<file path="src/rtl/cvs_pkg.sv">
/*
  Package of the capacitive divider sequencer: register offsets, field
  positions, reset values, trigger codes and timing constants.
  Assumes a 32-bit Avalon-MM slave with word-aligned byte addresses.
*/
package cvs_pkg;
  localparam int unsigned CLK_MHZ = 250;
  // Timebase presets: one instruction cycle and one conversion clock in ns
  localparam int unsigned INSTR_NS = 125;
  localparam int unsigned INSTR_CYC = (INSTR_NS * CLK_MHZ) / 1000;
  localparam int unsigned CONV_NS = 1000;
  localparam int unsigned CONV_CYC = (CONV_NS * CLK_MHZ) / 1000;
  localparam int unsigned RES_BITS = 10;

  // Register word indices (byte address divided by four)
  localparam logic [3:0] OFS_CH1 = 4'h0;
  localparam logic [3:0] OFS_CH2 = 4'h1;
  localparam logic [3:0] OFS_SHARED = 4'h2;
  localparam logic [3:0] OFS_TRIG = 4'h3;
  localparam logic [3:0] OFS_RESH = 4'h4;
  localparam logic [3:0] OFS_RESL = 4'h5;
  localparam logic [3:0] OFS_PRE = 4'h6;
  localparam logic [3:0] OFS_ACQ = 4'h7;
  localparam logic [3:0] OFS_SEQ = 4'h8;
  localparam logic [3:0] OFS_RESH2 = 4'h9;
  localparam logic [3:0] OFS_RESL2 = 4'ha;
  localparam logic [3:0] OFS_STAT = 4'hb;

  // Channel control fields
  localparam int unsigned F_ENABLE = 0;
  localparam int unsigned F_BUSY = 1;
  localparam int unsigned F_CHS_LO = 2;
  // Shared config fields
  localparam int unsigned F_SYNC = 2;
  localparam int unsigned F_JUSTIFY = 7;
  localparam int unsigned F_TBASE = 4;
  // Sequence control: precharge polarity; trigger register: selector low bit
  localparam int unsigned F_POL = 0;
  localparam int unsigned F_TRIG_LO = 4;

  localparam logic [2:0] TRIG_NONE = 3'h0;
  localparam logic [2:0] TRIG_RISE = 3'h6;
  localparam logic [2:0] TRIG_FALL = 3'h7;

  localparam logic [7:0] RST_REG = 8'h00;

  typedef enum logic [3:0] {
    ST_IDLE = 4'h1,
    ST_PRE = 4'h2,
    ST_ACQ = 4'h4,
    ST_CONV = 4'h8
  } cvs_state_e;

  // Pin and mux overrides of one converter
  typedef struct packed {
    logic drive_en;
    logic drive_level;
    logic mux_open;
    logic hold_to_rail;
    logic hold_rail_high;
    logic hold_connect;
  } cvs_pin_s;
endpackage : cvs_pkg

</file>
<file path="src/rtl/cvs_sequencer.sv">
/*
  Capacitive divider sequencer for two converters: start logic, precharge
  and acquisition timers, pin/mux overrides, a bit-serial successive
  approximation controller and the register file on Avalon-MM.
  Assumes the analog comparator answer arrives synchronous to clock.
*/
// Overview of operation
// - Each measurement runs precharge, then acquisition, then conversion.
// - Precharge lasts 1 to 127 timebase cycles, as programmed.
// - Precharge is enabled only by a non-zero precharge length.
// - Precharge begins on own start, synchronized start, or special trigger.
// - A start with zero precharge length skips precharge.
// - Precharge ties the hold capacitor to a rail chosen by polarity.
// - Precharge drives the selected pin high or low by polarity.
// - The analog mux is forced open only during precharge.
// - Acquisition lasts 1 to 127 timebase cycles, as programmed.
// - Timed acquisition is enabled only by a non-zero acquisition length.
// - Acquisition follows precharge with no gap.
// - With zero precharge, acquisition begins directly on start.
// - Acquisition switches off the pin's digital drivers.
// - Acquisition connects the selected channel to the hold capacitor.
// - Start comes from own bit, synchronized bit, or trigger input.
// - A running sequence completes while enabled, halts if disabled.
// - The busy bit reads set throughout a conversion, whatever the source.
// - After acquisition the held voltage is converted to a result.
// - Completion clears busy, sets done flag, loads result registers.
// - Sync start sets both busy bits; it reads as their OR.
// - Trigger selector 111 falling edge, 110 rising edge, 000 none.
// - Early termination writes partial result, missing bits copy last bit.
`timescale 1ns/1ps
module cvs_sequencer
  import cvs_pkg::*;
#(
  parameter int unsigned NCONV = 2,
  parameter int unsigned CHS_W = 6
) (
  input wire logic clock,
  input wire logic resetn,
  input wire logic [5:0] avs_address,
  input wire logic avs_read,
  input wire logic avs_write,
  input wire logic [31:0] avs_writedata,
  input wire logic [3:0] avs_byteenable,
  output logic [31:0] avs_readdata,
  output logic avs_waitrequest,
  output logic [1:0] avs_response,
  input wire logic [NCONV-1:0] special_trigger,
  input wire logic external_trigger_pin,
  input wire logic [NCONV-1:0] compare_high,
  output cvs_pin_s [NCONV-1:0] pin_ctrl,
  output logic [NCONV-1:0][CHS_W-1:0] channel_select,
  output logic [NCONV-1:0] conversion_done_flag
);

  // Register file
  logic [NCONV-1:0][7:0] chan_reg, next_chan_reg;
  logic [NCONV-1:0][6:0] pre_len, next_pre_len, acq_len, next_acq_len;
  logic [NCONV-1:0] pol, next_pol;
  logic [7:0] shared_reg, next_shared_reg;
  logic [2:0] trig_sel, next_trig_sel;
  logic [NCONV-1:0][RES_BITS-1:0] result, next_result;
  logic [NCONV-1:0] done_flag, next_done_flag;
  logic ack, next_ack;
  logic [31:0] rdata, next_rdata;
  logic [1:0] resp, next_resp;
  // Sequencer state
  cvs_state_e [NCONV-1:0] state, next_state;
  logic [NCONV-1:0][6:0] count, next_count;
  logic [NCONV-1:0][RES_BITS-1:0] sar, next_sar;
  logic [NCONV-1:0][3:0] bitpos, next_bitpos;
  logic [NCONV-1:0] lastbit, next_lastbit;
  logic ext_prev;
  logic [7:0] tdiv;
  logic tick;

  // Partial result: missing low bits copy the last decided bit
  function automatic logic [RES_BITS-1:0] fill_partial(input logic [RES_BITS-1:0] v,
      input logic [3:0] pos, input logic last);
    logic [RES_BITS-1:0] r;
    r = v;
    for (int i = 0; i < RES_BITS; i++) begin
      if (i <= int'(pos)) begin
        r[i] = last;
      end
    end
    return r;
  endfunction : fill_partial

  // Justified result bytes
  function automatic logic [7:0] res_byte(input logic [RES_BITS-1:0] v, input logic hi,
      input logic just);
    if (just) begin
      return hi ? {6'h00, v[9:8]} : v[7:0];
    end
    return hi ? v[9:2] : {v[1:0], 6'h00};
  endfunction : res_byte

  // Timebase enable: instruction cycle or conversion clock, one pulse each period
  always_ff @(posedge clock or negedge resetn) begin
    if (!resetn) begin
      tdiv <= 8'h00;
    end else if (tick) begin
      tdiv <= 8'h00;
    end else begin
      tdiv <= tdiv + 8'h01;
    end
  end
  assign tick = shared_reg[F_TBASE] ? (tdiv == 8'(CONV_CYC - 1)) : (tdiv == 8'(INSTR_CYC - 1));

  // Edge of the external trigger pin
  // Reset low matches the idle pin level, so no false edge follows reset
  always_ff @(posedge clock or negedge resetn) begin
    if (!resetn) begin
      ext_prev <= 1'b0;
    end else begin
      ext_prev <= external_trigger_pin;
    end
  end

  logic wr, rd;
  logic [3:0] widx;
  logic auto_fire;
  // Writes land at the edge where waitrequest is seen low, not before
  assign wr = avs_write && ack;
  assign rd = avs_read && !ack;
  assign widx = avs_address[5:2];
  always_comb begin
    unique case (trig_sel)
      TRIG_RISE: auto_fire = external_trigger_pin && !ext_prev;
      TRIG_FALL: auto_fire = !external_trigger_pin && ext_prev;
      default: auto_fire = 1'b0;
    endcase
  end

  // Next values of registers and sequencers
  always_comb begin
    logic [NCONV-1:0] start, wr_busy_clr, busy;
    next_chan_reg = chan_reg;
    next_pre_len = pre_len;
    next_acq_len = acq_len;
    next_pol = pol;
    next_shared_reg = shared_reg;
    next_trig_sel = trig_sel;
    next_result = result;
    next_done_flag = done_flag;
    next_state = state;
    next_count = count;
    next_sar = sar;
    next_bitpos = bitpos;
    next_lastbit = lastbit;
    next_ack = avs_read || avs_write ? !ack : 1'b0;
    next_rdata = 32'h0000_0000;
    next_resp = 2'h0;
    start = '0;
    wr_busy_clr = '0;
    for (int c = 0; c < NCONV; c++) begin
      busy[c] = (state[c] != ST_IDLE);
    end
    if (wr && avs_byteenable[0]) begin
      unique case (widx)
        OFS_CH1, OFS_CH2: begin
          next_chan_reg[widx[0]] = {avs_writedata[7:2], 1'b0, avs_writedata[0]};
          start[widx[0]] = avs_writedata[F_BUSY];
          wr_busy_clr[widx[0]] = !avs_writedata[F_BUSY] && busy[widx[0]];
        end
        OFS_SHARED: begin
          next_shared_reg = {avs_writedata[7:3], 1'b0, avs_writedata[1:0]};
          if (avs_writedata[F_SYNC]) begin
            start = '1;
          end
        end
        OFS_TRIG: next_trig_sel = avs_writedata[6:4];
        OFS_PRE: next_pre_len[0] = avs_writedata[6:0];
        OFS_ACQ: next_acq_len[0] = avs_writedata[6:0];
        OFS_SEQ: next_pol = avs_writedata[1:0];
        OFS_RESH: next_result[0] = {avs_writedata[7:0], result[0][1:0]};
        OFS_RESL: next_result[0] = {result[0][9:2], avs_writedata[7:6]};
        OFS_STAT: next_done_flag = done_flag & ~avs_writedata[1:0];
        default: ;
      endcase
      // Second converter timers share the upper byte of the timer words
      if (avs_byteenable[1] && widx == OFS_PRE) begin
        next_pre_len[1] = avs_writedata[14:8];
      end
      if (avs_byteenable[1] && widx == OFS_ACQ) begin
        next_acq_len[1] = avs_writedata[14:8];
      end
    end
    // Unmapped writes flagged in the first cycle, so the code stands at the answer
    if (avs_write && !ack && widx > OFS_STAT) begin
      next_resp = 2'h2;
    end
    if (rd) begin
      unique case (widx)
        OFS_CH1, OFS_CH2: next_rdata = {24'h0, chan_reg[widx[0]][7:2], busy[widx[0]],
            chan_reg[widx[0]][0]};
        OFS_SHARED: next_rdata = {24'h0, shared_reg[7:3], |busy, shared_reg[1:0]};
        OFS_TRIG: next_rdata = {25'h0, trig_sel, 4'h0};
        OFS_PRE: next_rdata = {17'h0, pre_len[1], 1'b0, pre_len[0]};
        OFS_ACQ: next_rdata = {17'h0, acq_len[1], 1'b0, acq_len[0]};
        OFS_SEQ: next_rdata = {30'h0, pol};
        OFS_RESH: next_rdata = {24'h0, res_byte(result[0], 1'b1, shared_reg[F_JUSTIFY])};
        OFS_RESL: next_rdata = {24'h0, res_byte(result[0], 1'b0, shared_reg[F_JUSTIFY])};
        OFS_RESH2: next_rdata = {24'h0, res_byte(result[1], 1'b1, shared_reg[F_JUSTIFY])};
        OFS_RESL2: next_rdata = {24'h0, res_byte(result[1], 1'b0, shared_reg[F_JUSTIFY])};
        OFS_STAT: next_rdata = {30'h0, done_flag};
        default: next_resp = 2'h2;
      endcase
    end
    for (int c = 0; c < NCONV; c++) begin
      start[c] = (start[c] || special_trigger[c] || auto_fire) && chan_reg[c][F_ENABLE];
      unique case (state[c])
        ST_IDLE: begin
          if (start[c]) begin
            next_sar[c] = '0;
            next_bitpos[c] = 4'(RES_BITS - 1);
            if (pre_len[c] != 7'h00) begin
              next_state[c] = ST_PRE;
              next_count[c] = pre_len[c];
            end else if (acq_len[c] != 7'h00) begin
              next_state[c] = ST_ACQ;
              next_count[c] = acq_len[c];
            end else begin
              next_state[c] = ST_CONV;
            end
          end
        end
        ST_PRE: begin
          if (tick) begin
            next_count[c] = count[c] - 7'h01;
            if (count[c] == 7'h01) begin
              if (acq_len[c] != 7'h00) begin
                next_state[c] = ST_ACQ;
                next_count[c] = acq_len[c];
              end else begin
                next_state[c] = ST_CONV;
              end
            end
          end
        end
        ST_ACQ: begin
          if (tick) begin
            next_count[c] = count[c] - 7'h01;
            if (count[c] == 7'h01) begin
              next_state[c] = ST_CONV;
            end
          end
        end
        ST_CONV: begin
          // One result bit per timebase cycle, most significant first
          if (tick) begin
            next_sar[c][bitpos[c]] = compare_high[c];
            next_lastbit[c] = compare_high[c];
            next_bitpos[c] = bitpos[c] - 4'h1;
            if (bitpos[c] == 4'h0) begin
              next_state[c] = ST_IDLE;
              next_result[c] = sar[c] | RES_BITS'(compare_high[c]);
              next_done_flag[c] = 1'b1;
            end
          end
        end
        default: next_state[c] = ST_IDLE;
      endcase
      // Software clear of busy ends the sequence; the flag set wins
      if (wr_busy_clr[c]) begin
        next_state[c] = ST_IDLE;
        if (state[c] == ST_CONV) begin
          next_result[c] = fill_partial(sar[c], bitpos[c], lastbit[c]);
          next_done_flag[c] = 1'b1;
        end
      end
      if (!chan_reg[c][F_ENABLE]) begin
        next_state[c] = ST_IDLE;
      end
    end
  end

  // Register stage
  always_ff @(posedge clock or negedge resetn) begin
    if (!resetn) begin
      chan_reg <= '0;
      pre_len <= '0;
      acq_len <= '0;
      pol <= '0;
      shared_reg <= RST_REG;
      trig_sel <= TRIG_NONE;
      result <= '0;
      done_flag <= '0;
      ack <= 1'b0;
      rdata <= 32'h0000_0000;
      resp <= 2'h0;
      for (int c = 0; c < NCONV; c++) begin
        state[c] <= ST_IDLE;
      end
      count <= '0;
      sar <= '0;
      bitpos <= '0;
      lastbit <= '0;
    end else begin
      chan_reg <= next_chan_reg;
      pre_len <= next_pre_len;
      acq_len <= next_acq_len;
      pol <= next_pol;
      shared_reg <= next_shared_reg;
      trig_sel <= next_trig_sel;
      result <= next_result;
      done_flag <= next_done_flag;
      ack <= next_ack;
      rdata <= next_rdata;
      resp <= next_resp;
      state <= next_state;
      count <= next_count;
      sar <= next_sar;
      bitpos <= next_bitpos;
      lastbit <= next_lastbit;
    end
  end

  // Bus answers one cycle after the request is seen
  assign avs_waitrequest = (avs_read || avs_write) && !ack;
  assign avs_readdata = rdata;
  assign avs_response = resp;
  assign conversion_done_flag = done_flag;

  // Pin and mux overrides per stage
  always_comb begin
    for (int c = 0; c < NCONV; c++) begin
      channel_select[c] = chan_reg[c][7:F_CHS_LO];
      pin_ctrl[c].drive_en = (state[c] == ST_PRE);
      pin_ctrl[c].drive_level = pol[c];
      pin_ctrl[c].mux_open = (state[c] == ST_PRE);
      pin_ctrl[c].hold_to_rail = (state[c] == ST_PRE);
      pin_ctrl[c].hold_rail_high = !pol[c];
      pin_ctrl[c].hold_connect = (state[c] == ST_ACQ);
    end
  end

endmodule : cvs_sequencer

</file>
<file path="config.mk">
export PLATFORM = sky130hd
export DESIGN_NAME = cvs_sequencer
export DESIGN_NICKNAME = d
export VERILOG_FILES = /design/src/rtl/cvs_pkg.sv /design/src/rtl/cvs_sequencer.sv
export SDC_FILE = /design/constraint.sdc
export NUM_CORES = 1
export LEC_CHECK = 0
export BUFFER_PORTS_ARGS = -buffer_cell sky130_fd_sc_hd__buf_2
export CAP_MARGIN = 20
export CORE_UTILIZATION = 24
export CTS_CLUSTER_DIAMETER = 200
export DETAILED_ROUTE_END_ITERATION = 6
export GPL_TIMING_DRIVEN = 0
export PLACE_DENSITY = 0.5
export SYNTH_ARGS = -nofsm -noshare
export SYNTH_HDL_FRONTEND = slang
export SYNTH_SLANG_ARGS = --single-unit
</file>
<file path="constraint.sdc">
create_clock -name clock -period 4.8 [get_ports clock]
set_input_delay 0.96 -clock clock [delete_from_list [all_inputs] [get_ports clock]]
set_output_delay 0.96 -clock clock [all_outputs]
set_load 0.005 [all_outputs]
</file>
# Word-level counts from Yosys, hierarchy flattened
# Index checks and enable logic that the tools add are counted.
[totals]
ff_bits = 174
elab_cells = 311
inputBits = 51
out_inout_bits = 61
[op_classes]
bitwise = 6
add_sub_neg = 5
n_reduce_logical = 57
order_cmp = 25
n_mux = 140
eq_ne = 51
[ops]
columns = ["op", "n"]
rows = [
  ["case mux 15 bit (11 select lines)", 1],
  ["2-to-1 mux 10 bit", 15],
  ["2-to-1 mux 4 bit", 26],
  ["2-to-1 mux 7 bit", 14],
  ["2-to-1 mux 8 bit", 12],
  ["case mux 10 bit (2 select lines)", 3],
  ["2-to-1 mux 1 bit", 44],
  ["case mux 7 bit (3 select lines)", 2],
  ["<= comparator 3 x 4 -> 1 bit (first input constant)", 8],
  ["inequality test 4 x 2 -> 1 bit (second input constant)", 8],
  ["case mux 4 bit (4 select lines)", 2],
  ["nonzero test 7 bit", 4],
  ["== test 4 x 3 -> 1 bit (second input constant)", 6],
  ["== test 4 bit (second input constant)", 6],
  ["inequality test 4 bit (second input constant)", 6],
  ["bitwise mux 10 bit", 2],
  ["OR 10 x 1 -> 10 bit", 2],
  ["AND reduction 2 bit", 10],
  ["2-to-1 mux 2 bit", 9],
  ["bitwise mux 16 bit", 1],
  ["== test 4 x 2 -> 1 bit (second input constant)", 4],
  ["<= comparator 2 x 4 -> 1 bit (first input constant)", 4],
  ["<= comparator 4 bit (first input constant)", 4],
  ["logical AND 1 bit", 16],
  ["other kinds (37)", 75],
]

# Longest topological paths before layout
[depth]
word_depth = 14
mapped_depth = 9

# Least setup slack after synthesis
# OpenSTA, ideal clock, no wires.
[synth_path]
kind = "input-to-reg"
start = "input port avs_address[4]"
end = "register count[13] (netlist bit)"
setup_slack_ps = 2105
n_path_buf = 2
t_arrival_ps = 2568
cell_stages = 8
t_required_ps = 4672
path_cell_list = "clkbuf_2 > nor2_2 > a41oi_1 > nor2_2 > nor3_2 > or2_1 > buf_2 > mux2_1"
[synth_via]
elab_chain_len = 9
word_cells_on_any_way = 11
cone_classes = "eq/ne: 3; mux: 2; reduce/logical: 6"
[synth_lines]
columns = ["item", "line_no", "source"]
rows = [
  ["start, declared", "cvs_sequencer.sv:39", "input wire logic [5:0] avs_address,"],
  ["== test 4 x 1 -> 1 bit or logical NOT 4 bit (tied branches)", "cvs_sequencer.sv:160", "unique case (widx)"],
  ["OR reduction 2 bit", "cvs_sequencer.sv:160", ""],
  ["case mux 2 bit (2 select lines) (*)", "cvs_sequencer.sv:160", ""],
  ["2-to-1 mux 2 bit (*)", "cvs_sequencer.sv:159", "if (wr && avs_byteenable[0]) begin"],
  ["logical OR 1 bit (*) (2 in a row)", "cvs_sequencer.sv:211", "start[c] = (start[c] || special_trigger[c] || auto_fire) && chan_reg[c][F_ENABLE];"],
  ["logical AND 1 bit (*)", "cvs_sequencer.sv:211", ""],
  ["inequality test 2 bit (no source line) (*)", "n/a", ""],
  ["AND reduction 5 bit (no source line) (*)", "n/a", ""],
  ["end signal, assigned", "cvs_sequencer.sv:312", "count <= next_count;"],
  ["end, declared", "cvs_sequencer.sv:68", "logic [NCONV-1:0][6:0] count, next_count;"],
]
# Mark *: on every way between the ends. The rest lies on a longest branch, timed or not.
# A chain may end at the register's enable or synchronous reset.

==> results.md <==
* Gr usage total at 0.145
* Worst-skew pair later-pin latency at between 0.4 and 0.5 ns
* Mean Syn Cell Area at between 9 and 10 um^2
* Rows at 70
* Worst setup SP type: register
* Die W at slightly below 200 um
* Xor-xnor portion of the synthesized cell area at 0.0118
* Final setup fails at 0
* Status: finished, final reports clean
* Final setup TNS at 0 ns
* GRT overflow at 0
* Post-synthesis simple-gate area fraction at 0.181
* Fmax achieved at around 340 MHz
* Post-Synthesis Cells at approximately 920
* Synthesized area at 8930 um^2
* Leading cell type in the layout, fill and taps excluded: dfrtp_1
* Ys flop type: dfrtp_1
* Library cells used by synthesis at 80
* WP data required at about 3.8 ns
* RePlAce Congestion at about 0.84
* Vias/cell at 4.96
* Post-synth EDFFs at 0
* Max Cap Violations at 0
* Critical path class: reg -> out
* Hold-fix buffers, CTS at 0
* Die H at a little under 200 um
* Drt wl/cell at approximately 18 um
* Root Driver: clkbuf_16
* RR Startpoint: state[0]
* Register area share after synthesis at 0.432
* Die area at roughly 38000 um^2
* Area Growth Syn to Fin at 18.6%
* Hold/Removal Path Class: in -> async
* Max-slew violations at 0
* Most frequent cells in the layout: dfrtp_1 (152), nand2_1 (109), buf_2 (84)
* Ys async rst share at 1.00
* Clock skew at about 0.01 ns
* Fin crit share at 0.612
* Peak supply drop at roughly 0.21 mV
* Number of global-route vias before repair at between 7000 and 8000
* Share of post-route cells with drive strength above 1 at 0.247
* Post-Layout Inst Area at around 11000 um^2
* Residual DRC count at 0
* First-pass GRT wire length at roughly 43000 um
* Dpl hpwl at roughly 20000 um
* Worst slew margin at 0.419
* Num Clock Sinks at ~150
* Total placed instance area at 9980 um^2
* LEAKAGE at roughly 4.7 nW
* Initial Utilization at 0.244
* Initial antenna violation count at 1
* Worst-path maximum fanout at 10
* Multiplexer area fraction after synthesis at 0.114
* Adder-cell share of the synthesized area at 0.0210
* Diode count at 0
* #FFs+latches synth at 154
* # fillers at just under 4000
* Routed wire length at between 20000 and 30000 um
* Post-CTS resize count at 0
* Starting DRT DRC Count at 584
* Cells on worst reg2reg path at 7
* Pwr dens at 373 nW/um^2
* Final Hold Fails at 0
* R2R Path End: result[0]
* Largest family of logic cells by synthesized area: simple AND/OR/NAND/NOR gates
* CP Capture Type: primary output
* H-tree levels at 4
* Tot Pwr at between 3 and 4 mW
* Clk buf depth at 2
* Via count at 7459
* Largest net degree at the start of global routing at about 100
* CTS Buf Count at 17
* Fin Hold WS at ~0.44 ns
* # port buffers at 71
* CP arrival at about 2.0 ns
* Reg2Reg Setup Slack at 2.08 ns
* CTS tree: yes
* Yosys warning count at 0
* Least-Margin Pin Slew at 0.867 ns
* Routed Antenna Nets at 0
* Area of the core at around 37000 um^2
* I/O pin count at between 100 and 150
* DR pass1 iterations at 7
* Register clock-pin slew on the reported worst setup and hold paths at 0.07 ns
* Fin util at 0.289
* Unrepaired setup endpoints after global routing: no
* Setup bufs post-CTS at 0
* Crit path time final at 2.94 ns
* Synth Area in Compound Gates at 0.178
* NumNets Final at 1090
synth_stat cells (21+ instances only):
master / count / area, um^2
o21ai_1: 32 / 160
mux2i_1: 24 / 240
inv_1: 21 / 78.8
buf_4: 35 / 263
a22oi_1: 23 / 173
mux2_2: 68 / 766
nor3_1: 23 / 115
dfrtp_1: 152 / 3800
o21ai_0: 24 / 120
clkbuf_1: 28 / 105
a21oi_1: 47 / 235
nor2_1: 57 / 214
nand2_1: 109 / 409
metal layers:
metal	GRT usage	vias to the layer above	routed length [um]
met1	0.196	3702	12700
met2	0.230	183	12400
met4	0.0437	2	544
li1	-	3542	-
met3	0.0333	30	1210
met5	0	-	9
power breakdown:
| part | internal (mW) | switching, mW | total, mW |
|---|---|---|---|
| sequential | 1.46 | 0.181 | 1.64 |
| clock | 0.827 | 0.598 | 1.42 |
| combinational | 0.379 | 0.507 | 0.886 |
area by class of cell:
class	count	area, um^2	share of cell area
multi-input cells	675	4580	0.433
repair buffers	73	400	0.0378
plain buffers	82	474	0.0448
flip-flops and latches	154	3860	0.364
clock inverters	15	188	0.0177
well taps	468	586	0.0553
clock buffers	17	425	0.0402
inverters	21	78.8	0.00744
metrics by stage:
step                      std cells  setup WS [ns]
final                          1505           1.86
after global routing           1505           1.77
after CTS                      1505           1.83
after detailed placement       1473           1.50
after global placement         1471          0.245
after floorplan                 932           2.10
cell families (layout without fill, tap and decap cells):
| kind of cell | Yosys count | in the layout |
|---|---|---|
| flops | 154 | 154 |
| fa+ha+maj | 15 | 15 |
| compound gates | 235 | 235 |
| xor+xnor | 12 | 12 |
| other cells | 1 | 18 |
| mux | 93 | 93 |
| simple gates | 302 | 302 |
| buf+inv | 103 | 208 |
worst max path at each step:
stage              startpoint           to  slack (ns)  depth (start not counted)
2_1_floorplan  avs_address[4]    count[13]        2.10                          8
3_3_place_gp           resetn    bitpos[0]        0.25                          1
3_5_place_dp   avs_address[4]   result[10]        1.50                          8
4_1_cts              state[1]  pin_ctrl[0]        1.83                          4
5_1_grt              state[5]  pin_ctrl[6]        1.77                          5
6_report             state[1]  pin_ctrl[0]        1.86                          4
critical path, stage by stage (launching register included):
cell and delay [ns]:
dfrtp_1 0.36, buf_4 0.17, or4b_2 0.75, inv_1 0.13, buf_2 0.13
Note: power is estimated with default switching activity, not from simulation.
